**src/include/ncp_defines.svh**
```systemverilog
// Constants for the noncachable instruction prefetch buffer
`ifndef NCP_DEFINES_SVH
`define NCP_DEFINES_SVH
`define NCP_LINE_WORDS 8
`define NCP_IDX_HI     4
`define NCP_IDX_LO     2
`define NCP_DW_HI      4
`define NCP_DW_LO      3
`define NCP_TAG_LO     5
`define NCP_SPD_BIT    16
`define NCP_LAST_BEAT  3'h7
`define NCP_FIRST_BEAT 3'h0
`define NCP_FIFO_DEPTH 16
`define NCP_WORD_LSBS  2'h0
`endif

```
**src/include/ncp_pkg.sv**
```systemverilog
// Types shared by the prefetch buffer modules
package ncp_pkg;
    typedef enum logic [4:0] {
        S_IDLE   = 5'h01,
        S_REQ    = 5'h02,
        S_FILL   = 5'h04,
        S_DRAIN  = 5'h08,
        S_SINGLE = 5'h10
    } ncp_state_e;

    typedef enum logic [2:0] {
        K_LINEFILL  = 3'h0,
        K_NC_LOAD   = 3'h1,
        K_NB_STORE  = 3'h2,
        K_IFETCH    = 3'h3,
        K_LOCKED    = 3'h4,
        K_DESC      = 3'h5,
        K_BUF_STORE = 3'h6,
        K_CASTOUT   = 3'h7
    } ncp_kind_e;
endpackage : ncp_pkg

```
**src/include/ncp_stream_if.sv**
```systemverilog
// Valid/ready stream between the bus side and the fill logic
interface ncp_stream_if #(parameter int W = 33);
    logic         valid;
    logic         ready;
    logic [W-1:0] data;
    modport src (output valid, output data, input ready);
    modport snk (input valid, input data, output ready);
endinterface : ncp_stream_if

```
**src/logic/ncp_fifo.sv**
```systemverilog
// Read-beat FIFO between the instruction bus and the fill logic
module ncp_fifo
    import ncp_pkg::*;
#(
    parameter int W     = 33,
    parameter int DEPTH = 16,
    parameter int AW    = $clog2(DEPTH)
) (
    // Clock and reset
    input  wire logic  clk,
    input  wire logic  rst,
    // Streams
    ncp_stream_if.snk  in_s,
    ncp_stream_if.src  out_s,
    // Fill level
    output logic [AW:0] level
);
    logic [W-1:0] mem_q [DEPTH];
    logic [AW:0]  wr_q;
    logic [AW:0]  wr_d;
    logic [AW:0]  rd_q;
    logic [AW:0]  rd_d;
    logic         push;
    logic         pop;

    always_comb begin
        level       = wr_q - rd_q;
        in_s.ready  = (level != (AW+1)'(DEPTH));
        out_s.valid = (wr_q != rd_q);
        out_s.data  = mem_q[rd_q[AW-1:0]];
        push        = in_s.valid && in_s.ready;
        pop         = out_s.valid && out_s.ready;
        wr_d        = push ? wr_q + 1'b1 : wr_q;
        rd_d        = pop ? rd_q + 1'b1 : rd_q;
    end

    always_ff @(posedge clk) begin
        if (rst) begin
            wr_q <= '0;
            rd_q <= '0;
        end else begin
            wr_q <= wr_d;
            rd_q <= rd_d;
        end
        if (push) begin
            mem_q[wr_q[AW-1:0]] <= in_s.data;
        end
    end
endmodule : ncp_fifo

```
**src/logic/ncp_abort_class.sv**
```systemverilog
// Precise and imprecise external abort classification
module ncp_abort_class
    import ncp_pkg::*;
(
    // Clock and reset
    input  wire logic      clk,
    input  wire logic      rst,
    // Abort events
    input  wire logic      abort_in,
    input  wire ncp_kind_e kind,
    input  wire logic      ldst_issue,
    // Reports
    output logic           precise_o,
    output logic           imprecise_o,
    output logic           fsr_imprecise_o
);
    logic pend_q;
    logic pend_d;
    logic prec_d;
    logic imp_d;
    logic fsr_d;
    logic is_imp;

    always_comb begin
        is_imp = (kind == K_BUF_STORE) || (kind == K_CASTOUT);
        prec_d = abort_in && !is_imp;
        imp_d  = ldst_issue && pend_q;
        // A new abort in the same cycle as the take stays pending
        pend_d = (pend_q && !imp_d) || (abort_in && is_imp);
        fsr_d  = fsr_o_next(fsr_imprecise_o, prec_d, imp_d);
    end

    function automatic logic fsr_o_next(input logic cur, input logic p, input logic i);
        fsr_o_next = i ? 1'b1 : (p ? 1'b0 : cur);
    endfunction : fsr_o_next

    always_ff @(posedge clk) begin
        if (rst) begin
            pend_q          <= 1'b0;
            precise_o       <= 1'b0;
            imprecise_o     <= 1'b0;
            fsr_imprecise_o <= 1'b0;
        end else begin
            pend_q          <= pend_d;
            precise_o       <= prec_d;
            imprecise_o     <= imp_d;
            fsr_imprecise_o <= fsr_d;
        end
    end
endmodule : ncp_abort_class

```
**src/logic/ncp_prefetch_top.sv**
```systemverilog
// Noncachable instruction prefetch buffer with streaming and abort handling
// Behaviour
// - Speculative prefetch is on after reset with no setup.
// - Override bit 16 set turns speculative prefetch off.
// - While off, only explicit core fetches go to the bus.
// - Buffer holds eight words of one 32-byte aligned line.
// - Line stays valid until a fetch misses, then refills from target.
// - Demanded word is requested first; later matching words stream out.
// - Disable becoming set or a line mismatch invalidates the buffer.
// - Control changes such as cache or MMU enable invalidate it.
// - Instruction memory barrier invalidates; no stale words follow, except a single fetch already in flight.
// - Disabled fetches block for the bus; errors become prefetch aborts.
// - Enabled, an abort reaches the core only with the demanded word.
// - Abort during fill invalidates; refill restarts at pending demand.
// - Precise abort: older work completes, younger stays restartable.
// - Listed loads, stores, fetches, locks, descriptors abort precisely.
// - Buffered stores and castouts abort imprecisely on next load/store.
// - Aborts resolve per 64-bit doubleword regardless of bus width.
// - Critical doubleword abort: line never valid, later beats dropped.
`include "ncp_defines.svh"
module ncp_prefetch_top
    import ncp_pkg::*;
#(
    parameter int ADDR_W     = 32,
    parameter int DATA_W     = 32,
    parameter int FIFO_DEPTH = `NCP_FIFO_DEPTH
) (
    // Clock and reset
    input  wire logic              REF_CLK,
    input  wire logic              RESET,
    // Control state
    input  wire logic [31:0]       DBG_OVERRIDE,
    input  wire logic              CTRL_CHANGE,
    input  wire logic              INSTR_BARRIER,
    // Core fetch
    input  wire logic              FETCH_REQ,
    input  wire logic [ADDR_W-1:0] FETCH_ADDR,
    output logic                   FETCH_VALID,
    output logic [DATA_W-1:0]      FETCH_INSTR,
    output logic                   FETCH_ABORT,
    // Instruction bus request
    output logic                   BUS_REQ,
    output logic [ADDR_W-1:0]      BUS_ADDR,
    output logic                   BUS_BURST,
    input  wire logic              BUS_GNT,
    // Instruction bus read beats
    input  wire logic              BUS_RVALID,
    input  wire logic [DATA_W-1:0] BUS_RDATA,
    input  wire logic              BUS_RERR,
    output logic                   BUS_RREADY,
    // Data-side aborts
    input  wire logic              DATA_ABORT,
    input  wire ncp_kind_e         DATA_ABORT_KIND,
    input  wire logic              LDST_ISSUE,
    output logic                   PRECISE_ABORT,
    output logic                   IMPRECISE_ABORT,
    output logic                   FAULT_IMPRECISE
);
    localparam int LW = $clog2(FIFO_DEPTH);

    ncp_state_e                  state_q, state_d;
    logic [DATA_W-1:0]           line_q [`NCP_LINE_WORDS];
    logic [`NCP_LINE_WORDS-1:0]  wvalid_q, wvalid_d;
    logic                        lvalid_q, lvalid_d;
    logic [ADDR_W-1:`NCP_TAG_LO] tag_q, tag_d;
    logic [2:0]                  crit_q, crit_d;
    logic [2:0]                  cnt_q, cnt_d;
    logic                        spd_q;
    logic                        doom_q, doom_d;
    logic                        fv_d, fa_d, req_d, burst_d, rready_d;
    logic [DATA_W-1:0]           fi_d;
    logic [ADDR_W-1:0]           addr_d;
    logic                        spd, kill, tag_hit, hit, demand, beat, beat_err, wr_en;
    logic [2:0]                  idx, widx;
    logic [DATA_W-1:0]           beat_data;
    logic [LW:0]                 level;

    ncp_stream_if #(.W(DATA_W+1)) bin ();
    ncp_stream_if #(.W(DATA_W+1)) bout ();

    // Registered ready leaves two slots for the beats already in flight
    assign bin.valid  = BUS_RVALID && BUS_RREADY;
    assign bin.data   = {BUS_RERR, BUS_RDATA};
    assign bout.ready = (state_q == S_FILL) || (state_q == S_DRAIN) || (state_q == S_SINGLE);

    ncp_fifo #(.W(DATA_W+1), .DEPTH(FIFO_DEPTH)) u_fifo (
        .clk   (REF_CLK),
        .rst   (RESET),
        .in_s  (bin),
        .out_s (bout),
        .level (level)
    );

    ncp_abort_class u_abort (
        .clk             (REF_CLK),
        .rst             (RESET),
        .abort_in        (DATA_ABORT),
        .kind            (DATA_ABORT_KIND),
        .ldst_issue      (LDST_ISSUE),
        .precise_o       (PRECISE_ABORT),
        .imprecise_o     (IMPRECISE_ABORT),
        .fsr_imprecise_o (FAULT_IMPRECISE)
    );

    always_comb begin
        spd       = DBG_OVERRIDE[`NCP_SPD_BIT];
        kill      = (spd && !spd_q) || CTRL_CHANGE || INSTR_BARRIER;
        idx       = FETCH_ADDR[`NCP_IDX_HI:`NCP_IDX_LO];
        widx      = 3'(crit_q + cnt_q);
        beat      = bout.valid && bout.ready;
        beat_err  = bout.data[DATA_W];
        beat_data = bout.data[DATA_W-1:0];
        tag_hit   = (FETCH_ADDR[ADDR_W-1:`NCP_TAG_LO] == tag_q);
        hit       = FETCH_REQ && !FETCH_VALID && tag_hit && !kill && !spd
                    && (lvalid_q || (state_q == S_FILL && wvalid_q[idx]));
        demand    = FETCH_REQ && !FETCH_VALID && tag_hit
                    && (idx[2:1] == widx[2:1]);
        state_d   = state_q;
        wvalid_d  = wvalid_q;
        lvalid_d  = lvalid_q;
        tag_d     = tag_q;
        crit_d    = crit_q;
        cnt_d     = cnt_q;
        doom_d    = doom_q;
        req_d     = BUS_REQ;
        addr_d    = BUS_ADDR;
        burst_d   = BUS_BURST;
        fv_d      = 1'b0;
        fa_d      = 1'b0;
        fi_d      = FETCH_INSTR;
        wr_en     = 1'b0;
        rready_d  = (level <= (LW+1)'(FIFO_DEPTH - 2));
        if (hit) begin
            fv_d = 1'b1;
            fi_d = line_q[idx];
        end
        case (state_q)
            S_IDLE: begin
                if (kill) begin
                    lvalid_d = 1'b0;
                    wvalid_d = '0;
                end else if (FETCH_REQ && !FETCH_VALID && !hit) begin
                    lvalid_d = 1'b0;
                    wvalid_d = '0;
                    req_d    = 1'b1;
                    addr_d   = {FETCH_ADDR[ADDR_W-1:`NCP_IDX_LO], `NCP_WORD_LSBS};
                    burst_d  = !spd;
                    tag_d    = FETCH_ADDR[ADDR_W-1:`NCP_TAG_LO];
                    crit_d   = idx;
                    doom_d   = 1'b0;
                    state_d  = S_REQ;
                end
            end
            S_REQ: begin
                if (kill) begin
                    doom_d = 1'b1;
                end
                if (BUS_GNT) begin
                    req_d   = 1'b0;
                    cnt_d   = `NCP_FIRST_BEAT;
                    state_d = !BUS_BURST ? S_SINGLE : ((kill || doom_q) ? S_DRAIN : S_FILL);
                end
            end
            S_FILL: begin
                if (beat) begin
                    wr_en = 1'b1;
                    wvalid_d[widx] = 1'b1;
                    cnt_d = 3'(cnt_q + 1'b1);
                    if (cnt_q == `NCP_LAST_BEAT) begin
                        lvalid_d = !beat_err;
                        state_d  = S_IDLE;
                    end
                    if (beat_err) begin
                        wvalid_d = '0;
                        lvalid_d = 1'b0;
                        state_d  = (cnt_q == `NCP_LAST_BEAT) ? S_IDLE : S_DRAIN;
                        if (demand) begin
                            fv_d = 1'b1;
                            fa_d = 1'b1;
                        end
                    end
                end
                // Any change of target or control throws the fill away
                if (kill || (FETCH_REQ && !FETCH_VALID && !tag_hit)) begin
                    wvalid_d = '0;
                    lvalid_d = 1'b0;
                    if (!(beat && cnt_q == `NCP_LAST_BEAT)) begin
                        state_d = S_DRAIN;
                    end
                end
            end
            S_DRAIN: begin
                if (beat) begin
                    cnt_d = 3'(cnt_q + 1'b1);
                    if (cnt_q == `NCP_LAST_BEAT) begin
                        state_d = S_IDLE;
                    end
                end
            end
            S_SINGLE: begin
                if (beat) begin
                    fv_d    = 1'b1;
                    fi_d    = beat_data;
                    fa_d    = beat_err;
                    state_d = S_IDLE;
                end
            end
            default: begin
                state_d = S_IDLE;
            end
        endcase
    end

    always_ff @(posedge REF_CLK) begin
        if (RESET) begin
            state_q     <= S_IDLE;
            wvalid_q    <= '0;
            lvalid_q    <= 1'b0;
            tag_q       <= '0;
            crit_q      <= `NCP_FIRST_BEAT;
            cnt_q       <= `NCP_FIRST_BEAT;
            spd_q       <= 1'b0;
            doom_q      <= 1'b0;
            FETCH_VALID <= 1'b0;
            FETCH_INSTR <= '0;
            FETCH_ABORT <= 1'b0;
            BUS_REQ     <= 1'b0;
            BUS_ADDR    <= '0;
            BUS_BURST   <= 1'b0;
            BUS_RREADY  <= 1'b0;
        end else begin
            state_q     <= state_d;
            wvalid_q    <= wvalid_d;
            lvalid_q    <= lvalid_d;
            tag_q       <= tag_d;
            crit_q      <= crit_d;
            cnt_q       <= cnt_d;
            spd_q       <= spd;
            doom_q      <= doom_d;
            FETCH_VALID <= fv_d;
            FETCH_INSTR <= fi_d;
            FETCH_ABORT <= fa_d;
            BUS_REQ     <= req_d;
            BUS_ADDR    <= addr_d;
            BUS_BURST   <= burst_d;
            BUS_RREADY  <= rready_d;
        end
        if (wr_en) begin
            line_q[widx] <= beat_data;
        end
    end
endmodule : ncp_prefetch_top

```
**config.mk**
```make
export PLATFORM = sky130hd
export DESIGN_NAME = ncp_prefetch_top
export DESIGN_NICKNAME = d
export VERILOG_FILES = /design/src/include/ncp_pkg.sv /design/src/include/ncp_stream_if.sv /design/src/logic/ncp_fifo.sv /design/src/logic/ncp_abort_class.sv /design/src/logic/ncp_prefetch_top.sv
export VERILOG_INCLUDE_DIRS = /design/src /design/src/include
export SDC_FILE = /design/constraint.sdc
export NUM_CORES = 1
export LEC_CHECK = 0
export BUFFER_PORTS_ARGS = -buffer_cell sky130_fd_sc_hd__buf_2
export CAP_MARGIN = 20
export CORE_AREA = 2 2 377 379
export CTS_BUF_LIST = sky130_fd_sc_hd__clkbuf_4 sky130_fd_sc_hd__clkbuf_8 sky130_fd_sc_hd__clkbuf_16
export DETAILED_ROUTE_END_ITERATION = 12
export DIE_AREA = 0 0 379 381
export GPL_ROUTABILITY_DRIVEN = 0
export PLACE_DENSITY = 0.5
export REMOVE_ABC_BUFFERS = 1
export SLEW_MARGIN = 20
export SYNTH_ARGS = -nofsm -noshare
export SYNTH_HDL_FRONTEND = slang
export SYNTH_HIERARCHICAL = 1
export SYNTH_SLANG_ARGS = --single-unit
```
**constraint.sdc**
```tcl
create_clock -name REF_CLK -period 6.2 [get_ports REF_CLK]
set_input_delay 1.24 -clock REF_CLK [delete_from_list [all_inputs] [get_ports REF_CLK]]
set_output_delay 1.24 -clock REF_CLK [all_outputs]
set_load 0.03 [all_outputs]
```
# Word-level counts from Yosys, hierarchy flattened
# Memory sizes are Yosys's and may differ from the RTL's. A register that Yosys moved wholly into a read port is not among the register bits.
# Index checks and enable logic that the tools add are counted.
# totals
ram_bits,784
memories,2
out_inout_bits,72
ff_bits,130
# classes
n_eq_ne,22
n_mux,65
magnitude_cmp,4
bitwise_logic,2
reduce_logical,49
addsub,5
# mem_list
name,words,word_bits,read_ports,rd_clocked_by_memory_dff,wr,line,source
u_fifo.mem_q,16,33,1,1,1,ncp_fifo.sv:18,logic [W-1:0] mem_q [DEPTH];
line_q,8,32,1,0,1,ncp_prefetch_top.sv:62,logic [DATA_W-1:0] line_q [`NCP_LINE_WORDS];
# op_table
op,n
32-bit 2-to-1 mux,3
5-bit 2-to-1 mux,11
8-bit 2-to-1 mux,5
1-bit 2-to-1 mux,30
27-bit == test,1
5-bit case mux with 5 select lines,1
1-bit logical AND,19
4-bit 2-to-1 mux,4
8-bit case mux with 2 select lines,1
2-bit inequality test (second input constant),6
4-bit AND reduction,3
5-bit by 1-bit adder with 5-bit output (second input constant),2
1-bit case mux with 2 select lines,5
3-bit == test (second input constant),3
1-bit zero test,9
1-bit logical OR,9
3-bit AND reduction,3
3-bit by 4-bit less-than comparator with 1-bit output (second input constant),2
8-bit bitwise OR,1
2-bit nonzero test,4
3-bit 2-to-1 mux,2
3-bit case mux with 2 select lines,1
5-bit by 1-bit == test with 1-bit output (second input constant),1
5-bit by 2-bit == test with 1-bit output (second input constant),1
other kinds (20),20

# Longest topological paths before layout
# Gate-level depths: netlist of run 1.
# logic_depth
word_depth,13
depth_mapped,11
mapped_depth_nobuf,10

# Cells and area by module
# Netlist of run 1, hierarchy kept.
# by_module_without_submodules
mod,area_per_inst_um2,n_inst,cells_each,seq_area_each_um2
ncp_fifo,20674.8,1,839,16135.5
ncp_prefetch_top,14066.0,1,904,9409.0
ncp_abort_class,136.4,1,13,80.1

# Least setup slack after synthesis of run 1
# Ideal clock, no wire load.
# synth_path
path_kind,reg-to-reg
start,register u_fifo.wr_q[0]
end,memory u_fifo.mem_q[11][0] (enable)
stages_incl_launch_ff,10
path_slack_ps,1547
period_less_slack_ps,4653
arrival_time_ps,4182
setup_time_ps,471
cell_sequence,dfxtp_1 inv_1 ha_1 inv_1 fa_1 nand3_1 a21boi_0 a2111oi_4 nand3b_1 nor3b_1
# synth_via
elab_chain_cells,5
# synth_rtl
element,line,source
start: declaration,ncp_fifo.sv:19,logic [AW:0] wr_q;
start signal: assignment,ncp_fifo.sv:42,wr_q <= wr_d;
5-bit subtractor,ncp_fifo.sv:27,level = wr_q - rd_q;
5-bit inequality test,ncp_fifo.sv:28,in_s.ready = (level != (AW+1)'(DEPTH));
1-bit logical AND,ncp_fifo.sv:31,push = in_s.valid && in_s.ready;
1-bit 2-to-1 mux,ncp_fifo.sv:45,if (push) begin
1-bit 2-to-1 mux (not written as such),ncp_fifo.sv:46,mem_q[wr_q[AW-1:0]] <= in_s.data;
end: declaration,ncp_fifo.sv:18,
# Parallel ways exist; a longest one is shown, timed or not.

# Worst setup path in the final report of run 1
# layout_path
start,register u_fifo.wr_q[0]
end,memory u_fifo.mem_q[6][17] (enable)
# Same word-level chain as after synthesis.

==> impl_metrics.csv, run 1 <==
group,metric,value,unit
finish,fillerInstances,13800,
finish,layout_common_cells,"784 x edfxtp_1, 229 x mux4_2, 142 x buf_2",
placement,dp_cells,3727,
floorplan,dieHeight,381,µm
critical_path,crit_path_end_kind,"register",
logic_synthesis,synth_cells,1755,
global_routing,grt_pass1_wl,123000,µm
critical_path,endpoint,"u_fifo/mem_q[6][17]$_DFFE_PP_",
finish,drive_above_1_share,32.2,%
detailed_routing,drt_iter0_markers,1228,
critical_path,startpoint_type,"register",
floorplan,core,0.141,mm²
timing,setup_ws,2.42,ns
critical_path,worst-setup-path-type,"reg2reg",
floorplan,dieArea,0.144,mm²
hold_path,min-delay-start,"wvalid_q[4]$_SDFFE_PP0P_",
timing,timing.fmax,0.265,GHz
global_routing,antenna_found_initial,21,
timing,grt_setup_unrepaired,"no",
finish,final_area,0.0410,mm²
detailed_routing,drc,0,
clock_network,h-tree-depth,3,
finish,regArea,0.0256,mm²
global_routing,overflow,0,
power,power_density,302,mW/mm²
logic_synthesis,syn_area_per_cell,19.9,µm²
critical_path,rrSetupSlack,2.42,ns
timing,finalSetupViolCount,0,
clock_network,numCtsBuffers,88,
timing,relSlewSlack,31.5,%
critical_path,r2r_cells,10,
power,vdd_drop_max,0.222,mV
clock_network,clk_latency,0.67,ns
finish,stdcell_count,3891,
global_routing,grt_pass1_vias,18500,
timing,min_period,3.78,ns
finish,multi_input_area,0.00882,mm²
placement,hpwl,48800,µm
critical_path,worstPathMaxFanout,23,
clock_network,hold_buffers,0,
placement,dp_slack,2.33,ns
detailed_routing,vias,17300,
placement,place_area,0.0380,mm²
critical_path,required,6.54,ns
clock_network,root_buffer,"clkbuf_16",
hold_path,holdCritPathClass,"reg2reg",
global_routing,grt.total_usage,11.6,%
critical_path,r2r-end,"u_fifo/mem_q[6][17]$_DFFE_PP_",
timing,finalCritPeriodShare,60.9,%
clock_network,cts.sinks,888,
finish,final_common_cell,"edfxtp_1",
clock_network,cts_tree,"yes",
detailed_routing,antenna_left,0,
clock_network,cts_resized,0,
finish,nets,2050,
detailed_routing,postRouteWirelength,84200,µm
floorplan,initial_core_util,24.8,%
finish,syn2layout_area_growth,17.5,%
timing,maxSlewViolCount,0,
detailed_routing,drt_first_pass_iters,5,
critical_path,rr_startpoint,"u_fifo/wr_q[0]$_SDFFE_PP0P_",
clock_network,clkTransAtPathRegs,0.06,ns
flow_run,cap_violations,0,
detailed_routing,viasPerCell,4.44,
floorplan,rows,138,
timing,finalClockSkew,0.0304,ns
timing,hold_viol,0,
power,leakage,12.9,nW
floorplan,ioPinCount,181,
timing,worstMarginPinSlew,1.03,ns
logic_synthesis,syn_area,0.0349,mm²
critical_path,cp.arrival,4.12,ns
status,run_status,"completed",
critical_path,startpoint,"u_fifo/wr_q[0]$_SDFFE_PP0P_",
floorplan,chipWidth,379,µm
placement,port_buffers,144,
global_routing,grt_max_degree,75,
detailed_routing,wl_per_cell,21.7,µm
logic_synthesis,yosysWarningCount,6,
clock_network,clockBufferDepth,3,
clock_network,cts_setup_buffers,0,
-- state kept, by name, summed over array words and instances (netlist names), 2 cells and up, named ones only --
name          cells
FETCH_INSTR      32
wvalid_q          8
line_q          256
u_fifo/mem_q    528
state_q           5
u_fifo/wr_q       5
tag_q            27
cnt_q             3
u_fifo/rd_q       5
crit_q            2
-- report_power, final --
group | switching [mW] | internal (mW)
Combinational | 0.224 | 0.128
Clock | 2.24 | 3.25
Sequential | 0.0129 | 6.53
Total | 2.48 | 9.90
-- worst min-delay path by stage --
stage / to / slack [ns] / cells after the start
floorplan: u_abort/imprecise_o$_SDFF_PP0_ / 0.43 / 2
global placement: wvalid_q[5]$_SDFFE_PP0P_ / 0.46 / 2
detailed placement: wvalid_q[5]$_SDFFE_PP0P_ / 0.46 / 2
CTS: wvalid_q[5]$_SDFFE_PP0P_ / 0.47 / 2
global route: wvalid_q[3]$_SDFFE_PP0P_ / 0.49 / 2
finish: wvalid_q[4]$_SDFFE_PP0P_ / 0.47 / 2
-- final cells by class --
class / instances / share of cell area [%]
timing repair buffer: 183 / 2.55
tap: 1890 / 5.77
clock inverter: 47 / 1.29
sequential: 888 / 62.5
antenna: 3 / 0.0183
clock buffer: 114 / 6.04
multi-input combinational: 737 / 21.5
inverter: 29 / 0.266
-- routing by layer --
| metal | GRT usage (%) | share of wire (%) | wire (µm) | vias up |
|---|---|---|---|---|
| met3 | 2.34 | 4.5 | 3830 | 165 |
| met5 | 0 | 0.19 | 161 | - |
| met1 | 13.0 | 38 | 32100 | 9159 |
| met2 | 21.4 | 54 | 45400 | 387 |
| li1 | - | - | - | 7537 |
| met4 | 4.58 | 3.2 | 2730 | 26 |
-- worst max-delay path: stages, from the launching register on --
cell and delay (ns):
dfxtp_1 0.41, inv_1 0.13, ha_1 0.23, inv_1 0.09, fa_1 0.21, nand3_1 0.10
a21boi_0 0.41, a2111oi_4 0.11, nor2b_2 0.42, and3_2 0.92, buf_4 0.40
-- metrics by stage --
step | power, mW | hold WS [ns] | util, % | TNS, ns
final | 12.4 | 0.471 | 29.2 | 0
after floorplan | 6.84 | 0.433 | - | -229.67
after global placement | 7.01 | 0.459 | 27.0 | 0
after detailed placement | 7.02 | 0.463 | 27.0 | 0
after global routing | 12.8 | 0.487 | 29.2 | 0
after CTS | 12.5 | 0.473 | 29.1 | 0
(Power assumes the default switching activity.)
==> run 2: changes to the inputs <==
Settings changed: ABC_AREA set to 1, CORE_AREA 2 2 377 379 to 2 2 384 386, DIE_AREA 0 0 379 381 to 0 0 386 388, PLACE_DENSITY 0.5 to 0.52.
Clock period 6.2 ns to 3.39 ns, I/O delays scaled along.
==> run 2 against run 1 <==
Effect of this change:
- clock power increased by 91%
- sequential share of layout area shrank 2.7 points
- total power is 91% higher
- maximum frequency up 25%
- utilization increased by 0.33 points
- global-route usage rose by 1.3 points
- area after synthesis rose by 4.0%
- routed wire length grew 16%
- final cell count rose by 35%
- critical path type unchanged
- critical endpoint is now u_fifo/mem_q[1][9]$_DFFE_PP_
- largest power group unchanged
==> impl_metrics.csv, run 2 <==
group,metric,value,unit
status,run_status,"completed",
clock_network,clk_latency,0.73,ns
global_routing,grt_pass1_wl,147000,µm
placement,port_buffers,144,
critical_path,slowest_stage,"buf_4",
floorplan,ioPinCount,181,
logic_synthesis,synth_cell_types,43,
timing,hold_ws,0.269,ns
critical_path,critical-path-max-stage-delay,0.55,ns
finish,largest_register_ffs,528,
timing,grt_setup_unrepaired,"no",
clock_network,cts.sinks,888,
clock_network,numCtsBuffers,96,
logic_synthesis,yosys_register_bits,888,
finish,layout_common_cells,"784 x edfxtp_1, 512 x nor2_1, 436 x nand2_1",
power,finalPower,23.7,mW
floorplan,core,0.145,mm²
finish,fillerInstances,14700,
timing,hold_viol,0,
detailed_routing,drc,0,
power,leakage,14.5,nW
logic_synthesis,synth_top_cell_by_area,"edfxtp_1",
timing,maxSlewViolCount,0,
clock_network,root_buffer,"clkbuf_16",
floorplan,chipWidth,386,µm
logic_synthesis,synthFlopType,"edfxtp_1",
global_routing,grt_max_degree,130,
logic_synthesis,synth_common_cells,"784 x edfxtp_1, 521 x nor2_1, 436 x nand2_1",
placement,dp_cells,5057,
logic_synthesis,yosys-top-cells-area,"edfxtp_1 65%, dfxtp_1 5.7%, nor2_1 5.4%",
global_routing,grt_pass1_vias,22800,
critical_path,worstPathMaxFanout,33,
detailed_routing,vias,23600,
placement,dp_slack,0.382,ns
timing,finalClockSkew,0.0810,ns
detailed_routing,drt_iter0_markers,1728,
logic_synthesis,ys_seq_area_share,70.7,%
finish,final_common_cell,"edfxtp_1",
placement,hpwl,53000,µm
timing,worstMarginPinSlew,1.17,ns
critical_path,required,3.74,ns
detailed_routing,viasPerCell,4.51,
global_routing,grt.total_usage,12.9,%
logic_synthesis,yosysMostFrequentCell,"edfxtp_1",
timing,timing.fmax,0.332,GHz
logic_synthesis,synth_cells,3119,
finish,syn2layout_area_growth,18.1,%
logic_synthesis,synth_top_area_share,64.9,%
finish,nets,3361,
floorplan,dieHeight,388,µm
timing,setup_ws,0.375,ns
logic_synthesis,syn_area_per_cell,11.6,µm²
critical_path,crit_path_end_kind,"register",
floorplan,dieArea,0.150,mm²
critical_path,worst-setup-path-type,"reg2reg",
timing,min_period,3.01,ns
critical_path,startpoint_type,"register",
flow_run,cap_violations,0,
timing,tns,0,ns
floorplan,initial_core_util,25.0,%
timing,relSlewSlack,21.5,%
global_routing,overflow,0,
clock_network,cts_tree,"yes",
timing,finalCritPeriodShare,88.9,%
finish,drive_above_1_share,12.9,%
detailed_routing,drt_first_pass_iters,5,
logic_synthesis,async_reset_ff_share,0,%
power,vdd_drop_max,0.370,mV
clock_network,clockBufferDepth,3,
clock_network,cts_setup_buffers,0,
clock_network,h-tree-depth,3,
clock_network,clkTransAtPathRegs,0.06,ns
global_routing,antenna_found_initial,15,
detailed_routing,wl_per_cell,18.7,µm
clock_network,cts_resized,0,
hold_path,holdCritPathClass,"in2reg",
critical_path,crit_path_cell_trace,"inv_1, ha_1, inv_1, fa_1, nand2_1, nand2_1, nand3_1, nand2_1, nand3_1, nand2_1, nor3_2, buf_4",
logic_synthesis,yosysWarningCount,6,
logic_synthesis,synth_edf_count,784,
critical_path,cp.arrival,3.36,ns
detailed_routing,postRouteWirelength,97900,µm
floorplan,rows,140,
logic_synthesis,syn_area,0.0363,mm²
finish,stdcell_count,5239,
timing,finalSetupViolCount,0,
clock_network,hold_buffers,0,
detailed_routing,antenna_left,0,
power,power_density,553,mW/mm²
critical_path,crit_top_cell,"nand2_1",
## run 2: path summary, 6_finish.rpt
check	startpoint	cells past startpoint	slack (ns)	end
worst max-delay path	u_fifo/wr_q[0]$_SDFFE_PP0P_	12	0.38	u_fifo/mem_q[1][9]$_DFFE_PP_
worst min register to register	BUS_REQ$_SDFFE_PP0P_	2	0.44	BUS_REQ$_SDFFE_PP0P_
worst max register to register	u_fifo/wr_q[0]$_SDFFE_PP0P_	12	0.38	u_fifo/mem_q[1][9]$_DFFE_PP_
worst min-delay path	DATA_ABORT	3	0.27	u_abort/precise_o$_SDFF_PP0_
## run 2: power breakdown
group / internal (mW) / switching (mW) / total (mW)
Clock: 6.07 / 4.45 / 10.5
Combinational: 0.302 / 0.807 / 1.11
Sequential: 12.0 / 0.0435 / 12.0
Total: 18.4 / 5.30 / 23.7
## run 2: layer usage
| metal | part of all wire, % | global-route usage [%] |
|---|---|---|
| met1 | 43 | 16.3 |
| met2 | 49 | 22.0 |
| met3 | 5.4 | 2.91 |
| met4 | 2.4 | 3.51 |
| met5 | 0.093 | 0 |
## run 2: cells by family (layout without fill, tap and decap cells)
family | after synthesis | count (layout) | share of synthesized area, %
DFF | 888 | 888 | 70.7
other | 1 | 5 | 0.0103
adders and majority gates | 14 | 14 | 0.525
buffers and inverters | 346 | 545 | 4.00
and+or+nand+nor | 1169 | 1169 | 13.1
AOI/OAI and AO/OA | 676 | 676 | 11.0
xor gates and xnor gates | 25 | 25 | 0.604
## run 2: worst max-delay path, delay by kind of cell (launching register included)
kind / cells / cell delay, ns
fa+ha+maj: 2 / 0.56
simple gates: 7 / 0.95
flops: 1 / 0.34
buf+inv: 3 / 0.75
## run 2: cell type report
type / count / area (µm²) / area share [%]
well taps: 1917 / 2400 / 5.60
clock inverters: 46 / 500 / 1.17
inverters: 149 / 569 / 1.33
flip-flops and latches: 888 / 25600 / 59.9
multi-input cells: 1886 / 9330 / 21.8
repair buffers: 217 / 1660 / 3.87
diodes: 3 / 7.51 / 0.0175
clock buffers: 133 / 2730 / 6.37
## run 2: metrics by stage
stage | util [%] | area, µm²
after global placement | 27.3 | 39600
after CTS | 29.5 | 42800
after detailed placement | 27.3 | 39600
after floorplan | - | 35400
final | 29.5 | 42800
after global routing | 29.5 | 42800
